<file path="config.mk">
export PLATFORM = sky130hd
export DESIGN_NAME = sfp_spi_front
export DESIGN_NICKNAME = d
export VERILOG_FILES = /design/src/core/sfp_fifo.v /design/src/core/sfp_spi_front.v
export VERILOG_INCLUDE_DIRS = /design/src /design/src/core
export SDC_FILE = /design/constraint.sdc
export NUM_CORES = 1
export LEC_CHECK = 0
export BUFFER_PORTS_ARGS = -buffer_cell sky130_fd_sc_hd__buf_4
export CAP_MARGIN = 20
export CORE_MARGIN = 1.5
export CORE_UTILIZATION = 47
export CTS_BUF_LIST = sky130_fd_sc_hd__clkbuf_2 sky130_fd_sc_hd__clkbuf_4 sky130_fd_sc_hd__clkbuf_8
export CTS_CLUSTER_SIZE = 40
export DETAILED_ROUTE_END_ITERATION = 6
export GPL_TIMING_DRIVEN = 0
export PLACE_DENSITY = 0.77
export SETUP_SLACK_MARGIN = 0.4
export SYNTH_ARGS = -nofsm -noshare
export SYNTH_HDL_FRONTEND = slang
export SYNTH_SLANG_ARGS = --single-unit
</file>
<file path="constraint.sdc">
create_clock -name clk_sys -period 4.35 [get_ports clk_sys]
set_clock_uncertainty 0.05 [all_clocks]
set_input_delay 0.2175 -clock clk_sys [delete_from_list [all_inputs] [get_ports clk_sys]]
set_output_delay 0.2175 -clock clk_sys [all_outputs]
set_load 0.05 [all_outputs]
</file>
<file path="src/core/sfp_regs.vh">
// Behaviour
// RULE1 - chip select high: standby, serial input ignored, output released
// RULE2 - device is active for an operation only while chip select is low
// RULE3 - write-protect pin low: region-lock bits decide protection; high: pin protects nothing
// RULE4 - quad mode bit set: write-protect function off, pin becomes data lane 2
// RULE5 - quad mode bit set: pause function off, pin becomes data lane 3
// RULE6 - pause holds the partial serial sequence intact so the transfer resumes
// RULE7 - only clock modes 0 and 3; idle clock level picks the mode
// RULE8 - sample on rising clock edge, launch output on falling clock edge
// RULE9 - array is 4 KByte sectors, sixteen per 64 KByte block
// RULE10 - addresses 000000h to 03ffffh; block n at n*010000h, sector m at m*001000h
// RULE11 - instruction, address and data shift in msb first after select goes low
// RULE12 - address bits above bit 17 are ignored when decoding into the array
`ifndef SFP_REGS_VH
`define SFP_REGS_VH
`define SFP_ADDR_BITS 18
`define SFP_SECTOR_LSB 12
`define SFP_BLOCK_LSB 16
`define SFP_ADDR_MAX 18'h3ffff
`define SFP_FIFO_DEPTH 8
`define SFP_FIFO_AW 3
`endif

</file>
<file path="src/core/sfp_fifo.v">
`timescale 1ns/1ps
module sfp_fifo #(
  parameter WIDTH = 8,
  parameter DEPTH = 8,
  parameter AW = 3
) (
  input wire clk_sys,
  input wire rstn,
  input wire clear,
  input wire in_valid,
  output wire in_ready,
  input wire [WIDTH-1:0] in_data,
  output wire out_valid,
  input wire out_ready,
  output reg [WIDTH-1:0] out_data
);
  reg [WIDTH-1:0] mem [0:DEPTH-1];
  reg [AW:0] wr_reg;
  reg [AW:0] rd_reg;
  reg have_reg;
  wire [AW:0] used = wr_reg - rd_reg;
  wire full = (used == DEPTH[AW:0]);
  wire empty = (used == {(AW+1){1'b0}});
  wire pop = out_valid && out_ready;
  // read data comes from a register; one staged word sits in out_data
  wire load = !empty && (!have_reg || pop);
  assign in_ready = !full;
  assign out_valid = have_reg;
  always @(posedge clk_sys)
  begin
    if (in_valid && !full)
      mem[wr_reg[AW-1:0]] <= in_data;
  end
  always @(posedge clk_sys or negedge rstn)
  begin
    if (!rstn)
    begin
      wr_reg <= {(AW+1){1'b0}};
      rd_reg <= {(AW+1){1'b0}};
      have_reg <= 1'b0;
      out_data <= {WIDTH{1'b0}};
    end
    else if (clear)
    begin
      wr_reg <= {(AW+1){1'b0}};
      rd_reg <= {(AW+1){1'b0}};
      have_reg <= 1'b0;
    end
    else
    begin
      if (in_valid && !full)
        wr_reg <= wr_reg + 1'b1;
      if (load)
      begin
        out_data <= mem[rd_reg[AW-1:0]];
        rd_reg <= rd_reg + 1'b1;
        have_reg <= 1'b1;
      end
      else if (pop)
        have_reg <= 1'b0;
    end
  end
endmodule // sfp_fifo

</file>
<file path="src/core/sfp_spi_front.v">
`timescale 1ns/1ps
`include "sfp_regs.vh"
module sfp_spi_front (
  input wire clk_sys,
  input wire rstn,
  input wire cs_n,
  input wire sck,
  input wire si_in,
  output wire si_out,
  output wire si_oe,
  output wire so_out,
  output wire so_oe,
  input wire data_lane2_in,
  output wire data_lane2_out,
  output wire data_lane2_oe,
  input wire data_lane3_in,
  output wire data_lane3_out,
  output wire data_lane3_oe,
  input wire quad_mode_bit,
  input wire region_lock_bit0,
  input wire region_lock_bit1,
  input wire region_lock_bit2,
  input wire region_lock_bit3,
  input wire quad_rx,
  input wire tx_enable,
  input wire tx_valid,
  output wire tx_ready,
  input wire [7:0] tx_data,
  output reg cmd_valid,
  output reg [7:0] cmd_code,
  output reg addr_valid,
  output reg [17:0] array_addr,
  output reg [5:0] sector_index,
  output reg [1:0] block_index,
  output wire rx_valid,
  input wire rx_ready,
  output wire [7:0] rx_data,
  output wire rx_overflow,
  output reg clock_mode3,
  output wire selected,
  output wire write_protect_active,
  output wire [3:0] region_lock_eff,
  output reg frame_end
);
  reg [1:0] cs_s;
  reg [1:0] sck_s;
  reg [1:0] hold_s;
  reg [1:0] wp_s;
  reg [3:0] din_s0;
  reg [3:0] din_s1;
  reg sck_d_reg;
  reg [3:0] state_reg;
  reg [7:0] shift_reg;
  reg [2:0] bit_cnt_reg;
  reg [1:0] byte_cnt_reg;
  reg [23:0] addr_acc_reg;
  reg [7:0] tx_sh_reg;
  reg [3:0] tx_cnt_reg;
  reg tx_load_reg;
  reg [3:0] out_bits_reg;
  reg drive_reg;
  reg ovf_reg;
  reg rx_push;
  reg [7:0] rx_word;
  wire fifo_in_ready;
  localparam [3:0] ST_IDLE = 4'h1;
  localparam [3:0] ST_CMD = 4'h2;
  localparam [3:0] ST_ADDR = 4'h4;
  localparam [3:0] ST_DATA = 4'h8;

  // synchronise every pin before use: the first flop feeds only the second
  always @(posedge clk_sys or negedge rstn)
  begin
    if (!rstn)
    begin
      cs_s <= 2'h3;
      sck_s <= 2'h0;
      hold_s <= 2'h3;
      wp_s <= 2'h3;
      din_s0 <= 4'h0;
      din_s1 <= 4'h0;
    end
    else
    begin
      cs_s <= {cs_s[0], cs_n};
      sck_s <= {sck_s[0], sck};
      hold_s <= {hold_s[0], data_lane3_in};
      wp_s <= {wp_s[0], data_lane2_in};
      din_s0 <= {data_lane3_in, data_lane2_in, so_out, si_in};
      din_s1 <= din_s0;
    end
  end

  wire cs_act = !cs_s[1];
  // RULE5 pause off in quad
  wire pause = !quad_mode_bit && !hold_s[1];
  // RULE8 edge detect
  wire rise = cs_act && !pause && sck_s[1] && !sck_d_reg;
  wire fall = cs_act && !pause && !sck_s[1] && sck_d_reg;
  wire quad_in = quad_mode_bit && quad_rx;
  // RULE11 msb first
  wire [7:0] shift_next = quad_in ? {shift_reg[3:0], din_s1} : {shift_reg[6:0], din_s1[0]};
  wire [2:0] bit_step = quad_in ? 3'h4 : 3'h1;
  wire byte_done = quad_in ? (bit_cnt_reg == 3'h4) : (bit_cnt_reg == 3'h7);

  // RULE2 active only while selected
  assign selected = cs_act;
  // RULE3 pin low lets lock bits apply
  // RULE4 quad mode disables the pin function
  assign write_protect_active = !quad_mode_bit && !wp_s[1];
  assign region_lock_eff = write_protect_active ?
    {region_lock_bit3, region_lock_bit2, region_lock_bit1, region_lock_bit0} : 4'h0;

  always @(posedge clk_sys or negedge rstn)
  begin
    if (!rstn)
    begin
      sck_d_reg <= 1'b0;
      state_reg <= ST_IDLE;
      shift_reg <= 8'h00;
      bit_cnt_reg <= 3'h0;
      byte_cnt_reg <= 2'h0;
      addr_acc_reg <= 24'h000000;
      cmd_valid <= 1'b0;
      cmd_code <= 8'h00;
      addr_valid <= 1'b0;
      array_addr <= 18'h00000;
      sector_index <= 6'h00;
      block_index <= 2'h0;
      rx_push <= 1'b0;
      rx_word <= 8'h00;
      clock_mode3 <= 1'b0;
      frame_end <= 1'b0;
      ovf_reg <= 1'b0;
    end
    else
    begin
      sck_d_reg <= sck_s[1];
      cmd_valid <= 1'b0;
      addr_valid <= 1'b0;
      rx_push <= 1'b0;
      frame_end <= 1'b0;
      // RULE7 idle level gives mode
      if (!cs_act)
        clock_mode3 <= sck_s[1];
      case (state_reg)
        ST_IDLE:
        begin
          bit_cnt_reg <= 3'h0;
          byte_cnt_reg <= 2'h0;
          if (cs_act)
          begin
            state_reg <= ST_CMD;
            ovf_reg <= 1'b0;
          end
        end
        default:
        begin
          // RULE1 deselect drops the frame
          if (!cs_act)
          begin
            state_reg <= ST_IDLE;
            frame_end <= 1'b1;
          end
          // RULE6 pause keeps counters and shift data
          else if (rise)
          begin
            shift_reg <= shift_next;
            bit_cnt_reg <= byte_done ? 3'h0 : bit_cnt_reg + bit_step;
            if (byte_done)
            begin
              case (state_reg)
                ST_CMD:
                begin
                  cmd_code <= shift_next;
                  cmd_valid <= 1'b1;
                  state_reg <= ST_ADDR;
                end
                ST_ADDR:
                begin
                  addr_acc_reg <= {addr_acc_reg[15:0], shift_next};
                  byte_cnt_reg <= byte_cnt_reg + 2'h1;
                  if (byte_cnt_reg == 2'h2)
                  begin
                    // RULE12 top address bits dropped
                    array_addr <= {addr_acc_reg[9:0], shift_next};
                    // RULE9 sector and block split
                    // RULE10 block n at n*010000h
                    sector_index <= {addr_acc_reg[9:8], addr_acc_reg[7:4]};
                    block_index <= addr_acc_reg[9:8];
                    addr_valid <= 1'b1;
                    state_reg <= ST_DATA;
                  end
                end
                default:
                begin
                  rx_word <= shift_next;
                  rx_push <= 1'b1;
                  if (!fifo_in_ready)
                    ovf_reg <= 1'b1;
                end
              endcase
            end
          end
        end
      endcase
    end
  end

  assign rx_overflow = ovf_reg;

  sfp_fifo #(
    .WIDTH(8),
    .DEPTH(`SFP_FIFO_DEPTH),
    .AW(`SFP_FIFO_AW)
  ) u_rx_fifo (
    .clk_sys(clk_sys),
    .rstn(rstn),
    .clear(1'b0),
    .in_valid(rx_push),
    .in_ready(fifo_in_ready),
    .in_data(rx_word),
    .out_valid(rx_valid),
    .out_ready(rx_ready),
    .out_data(rx_data)
  );

  // output shifter: a byte is taken when the previous one is exhausted
  wire tx_empty = (tx_cnt_reg == 4'h0);
  assign tx_ready = cs_act && tx_enable && tx_empty && !tx_load_reg;
  wire [3:0] tx_dec = quad_mode_bit ? 4'h4 : 4'h1;

  always @(posedge clk_sys or negedge rstn)
  begin
    if (!rstn)
    begin
      tx_sh_reg <= 8'h00;
      tx_cnt_reg <= 4'h0;
      tx_load_reg <= 1'b0;
      out_bits_reg <= 4'h0;
      drive_reg <= 1'b0;
    end
    else if (!cs_act || !tx_enable)
    begin
      tx_cnt_reg <= 4'h0;
      tx_load_reg <= 1'b0;
      drive_reg <= 1'b0;
    end
    else
    begin
      if (tx_valid && tx_ready)
      begin
        tx_sh_reg <= tx_data;
        tx_cnt_reg <= 4'h8;
        tx_load_reg <= 1'b1;
      end
      // RULE8 launch on falling edge
      else if (fall && !tx_empty)
      begin
        drive_reg <= 1'b1;
        tx_load_reg <= 1'b0;
        if (quad_mode_bit)
        begin
          out_bits_reg <= tx_sh_reg[7:4];
          tx_sh_reg <= {tx_sh_reg[3:0], 4'h0};
        end
        else
        begin
          out_bits_reg <= {3'h0, tx_sh_reg[7]};
          tx_sh_reg <= {tx_sh_reg[6:0], 1'b0};
        end
        tx_cnt_reg <= tx_cnt_reg - tx_dec;
      end
    end
  end

  // RULE1 released while deselected
  assign so_oe = drive_reg && cs_act;
  assign so_out = quad_mode_bit ? out_bits_reg[1] : out_bits_reg[0];
  assign si_oe = drive_reg && cs_act && quad_mode_bit;
  assign si_out = out_bits_reg[0];
  // RULE4 lane 2 drives only in quad
  assign data_lane2_oe = si_oe;
  assign data_lane2_out = out_bits_reg[2];
  // RULE5 lane 3 drives only in quad
  assign data_lane3_oe = si_oe;
  assign data_lane3_out = out_bits_reg[3];
endmodule // sfp_spi_front

</file>
==> impl_metrics.ini <==
[die]
coreArea_mm2 = 0.01583
io_pins = 87
dieHeight_um = 129.9
start_util_pct = 47.83
die_w_um = 129.9
die_area_mm2 = 0.01688
rows = 46

[final_layout]
drive_above_1_share_pct = 37.44
postLayoutCoreUtil_pct = 57.41
largest_register_ffs = 64
final_area_mm2 = 0.009086
layout.nets = 663
area_growth_pct = 20.01
diodes = 0

[synthesis]
synth_xor_area_share_pct = 1.388
synth_fp_nets = 540
synth-adder-area-share_pct = 1.818
syn_area_per_cell_um2 = 14.99
synth_top_family_by_area = multiplexers
synthTopCellsByArea = dfrtp_1, edfxtp_1, mux2_2, mux4_2, mux2_4
netlist_instances = 505
synth_edf_count = 64
synthMostInstantiatedCell = dfrtp_1
synth_area_mm2 = 0.007571
synth_compound_area_share_pct = 4.412
synthSimpleGateAreaFrac_pct = 7.982
ys_warn_count = 0
yosys.area.top_type_share_pct = 36.69
muxShareOfSynthArea_pct = 16.59
ys_async_sr_fraction_pct = 64.84
ys_seq_area_share_pct = 64.50
synth_ff_type = dfrtp_1
synth.largest_area_cell = dfrtp_1
synth.ff_latch_count = 182
synthDistinctLibCells = 56
synth.top_cells.by_count = dfrtp_1, edfxtp_1, nand2_1

[placement]
post-dp-hpwl_um = 10090
place_area_mm2 = 0.008523
globalplace.congestion = 0.7942
placement.io_buffers = 85

[clocking]
path_clk_slew_ns = 0.08
cts-buffers-inserted = 17
cts.htree.levels = 4
cts_tree = built
clock-sinks = 182
worstSkewPairLatency_ns = 0.45
clock_path_buffers = 2
cts_root_buf = clkbuf_8
post-cts-setup-buffer-count = 0

[sta]
tns_ns = 0
tightest_slew_ns = 0.8786
rsz0062_at_grt = yes
layout_min_cycle_time_ns = 3.655
finalCritPeriodShare_pct = 84.03
maxSlewHeadroom_pct = 41.21
setup_viol = 0
final_hold_viol_count = 0
fmaxAchievable_mhz = 273.6
report.final.slew_viol_count = 0
hold_ws_ns = 0.05223

[global_route]
grt_pass1_wl_um = 23420
gr-total-overflow = 0
grt_max_degree = 104
grt_pass1_vias = 4716
grt_usage_pct = 18.29
grt_antenna_before_repair = 0

[route]
drt_iter0_drc = 252
antenna_left = 0
drc = 0
firstDrtPassIters = 4
vias = 4470
drt_wl_total_um = 14350
wl_per_cell_um = 16.74
via_per_inst = 5.216

[critical_path]
r2r-end = u_rx_fifo.mem[2][6]
reg2reg_depth = 9
critical_path.endpoint = u_rx_fifo.mem[2][6]
worstPathMaxFanout = 10
r2r_slack_ns = 0.69
arrival_ns = 3.68
critPathLaunch = u_rx_fifo.rd_reg[1]
worstPathRequired_ns = 4.37
worstReg2RegStart = u_rx_fifo.rd_reg[1]
crit_type = reg2reg
crit_path_end_kind = flop
worst_setup_path_start_kind = flop

[run_status]
status = finished, final reports clean

[min_path]
hp-class = in2reg

[power_and_ir_drop]
power.density_mw_per_mm2 = 425.3
p_leak_nw = 3.943
peakVddDrop_mv = 0.2349

[job]
maxCapViolations = 0
[worst min-delay path by stage]
stage / startpoint / to / slack (ns) / cells past startpoint
6_report: rx_ready / u_rx_fifo.out_valid / 0.05 / 3
5_1_grt: rx_ready / u_rx_fifo.out_valid / 0.05 / 3
4_1_cts: rx_ready / u_rx_fifo.out_valid / 0.02 / 3
3_5_place_dp: rstn / u_rx_fifo.rd_reg[3] / 0.007 / 1
3_3_place_gp: cs_n / cs_s[0] / 0.28 / 1
2_1_floorplan: rstn / addr_acc_reg[0] / -0.13 / 0
[layout make-up]
| type | count | area (µm²) |
|---|---|---|
| plain buffers | 28 | 191.4 |
| clock buffers | 24 | 305.3 |
| clock inverters | 8 | 96.34 |
| fillers | 1261 | 6741 |
| inverters | 16 | 60.06 |
| multi-input cells | 279 | 2437 |
| flip-flops and latches | 182 | 4883 |
| well taps | 216 | 270.3 |
| repair buffers | 104 | 842.1 |
[stage by stage]
stage,std cells,power (mW),worst slack [ns]
floorplan,505,2.507,1.248
global placement,806,2.714,0.3181
detailed placement,809,2.749,0.4958
CTS,857,3.896,0.4756
global route,857,4.044,0.3893
finish,857,3.864,0.6946
[layout by cell type, fill, tap and decap left out, drive strengths merged, types with 4 or more instances in the layout]
master	instances
a21oi	8
a31oi	6
and2	5
buf	110
clkbuf	30
clkinv	5
dfrtp	111
dfstp	7
dlygate4sd3	16
edfxtp	64
ha	11
inv	17
mux2	62
mux2i	13
mux4	16
nand2	43
nand2b	4
nand3	9
nor2	23
nor3	7
o211ai	5
o21ai	22
xnor2	9
[routing by layer]
layer | global-route usage (%) | share of wire (%) | wire length (µm)
met1 | 22.37 | 43 | 6149
met2 | 32.12 | 52 | 7495
met3 | 4.756 | 3.7 | 526
met4 | 5.294 | 1.2 | 177
met5 | 0 | 0 | 0
[power by group]
part,total (mW),internal (mW),switching [mW]
combinational,0.788,0.300,0.488
sequential,1.93,1.87,0.0649
clock,1.15,0.581,0.565
[critical path, cell delays in order (launching register included)]
cell,delay (ns)
dfrtp_1,0.36
clkbuf_1,0.50
clkbuf_2,0.41
inv_1,0.09
ha_1,0.31
nand3b_1,0.10
and3_1,0.17
nor2_1,0.34
o211ai_1,0.23
nor2_1,0.72
[logic make-up (layout without fill, tap and decap cells)]
family,Yosys count,after routing
flip-flops,182,182
AND/OR/NAND/NOR,113,113
multiplexers,91,91
AO/OA/AOI/OAI,52,52
buffers and inverters,44,180
XOR/XNOR,12,12
adder cells (fa/ha/maj),11,11
[repair_timing]
action / CTS / global route
resized for setup: 0 / 1
hold buffers: 16 / 0
endpoints found under the setup margin: 0 / 50
endpoints found under the hold margin: 128 / 0
Note: power is estimated with default switching activity, not from simulation.
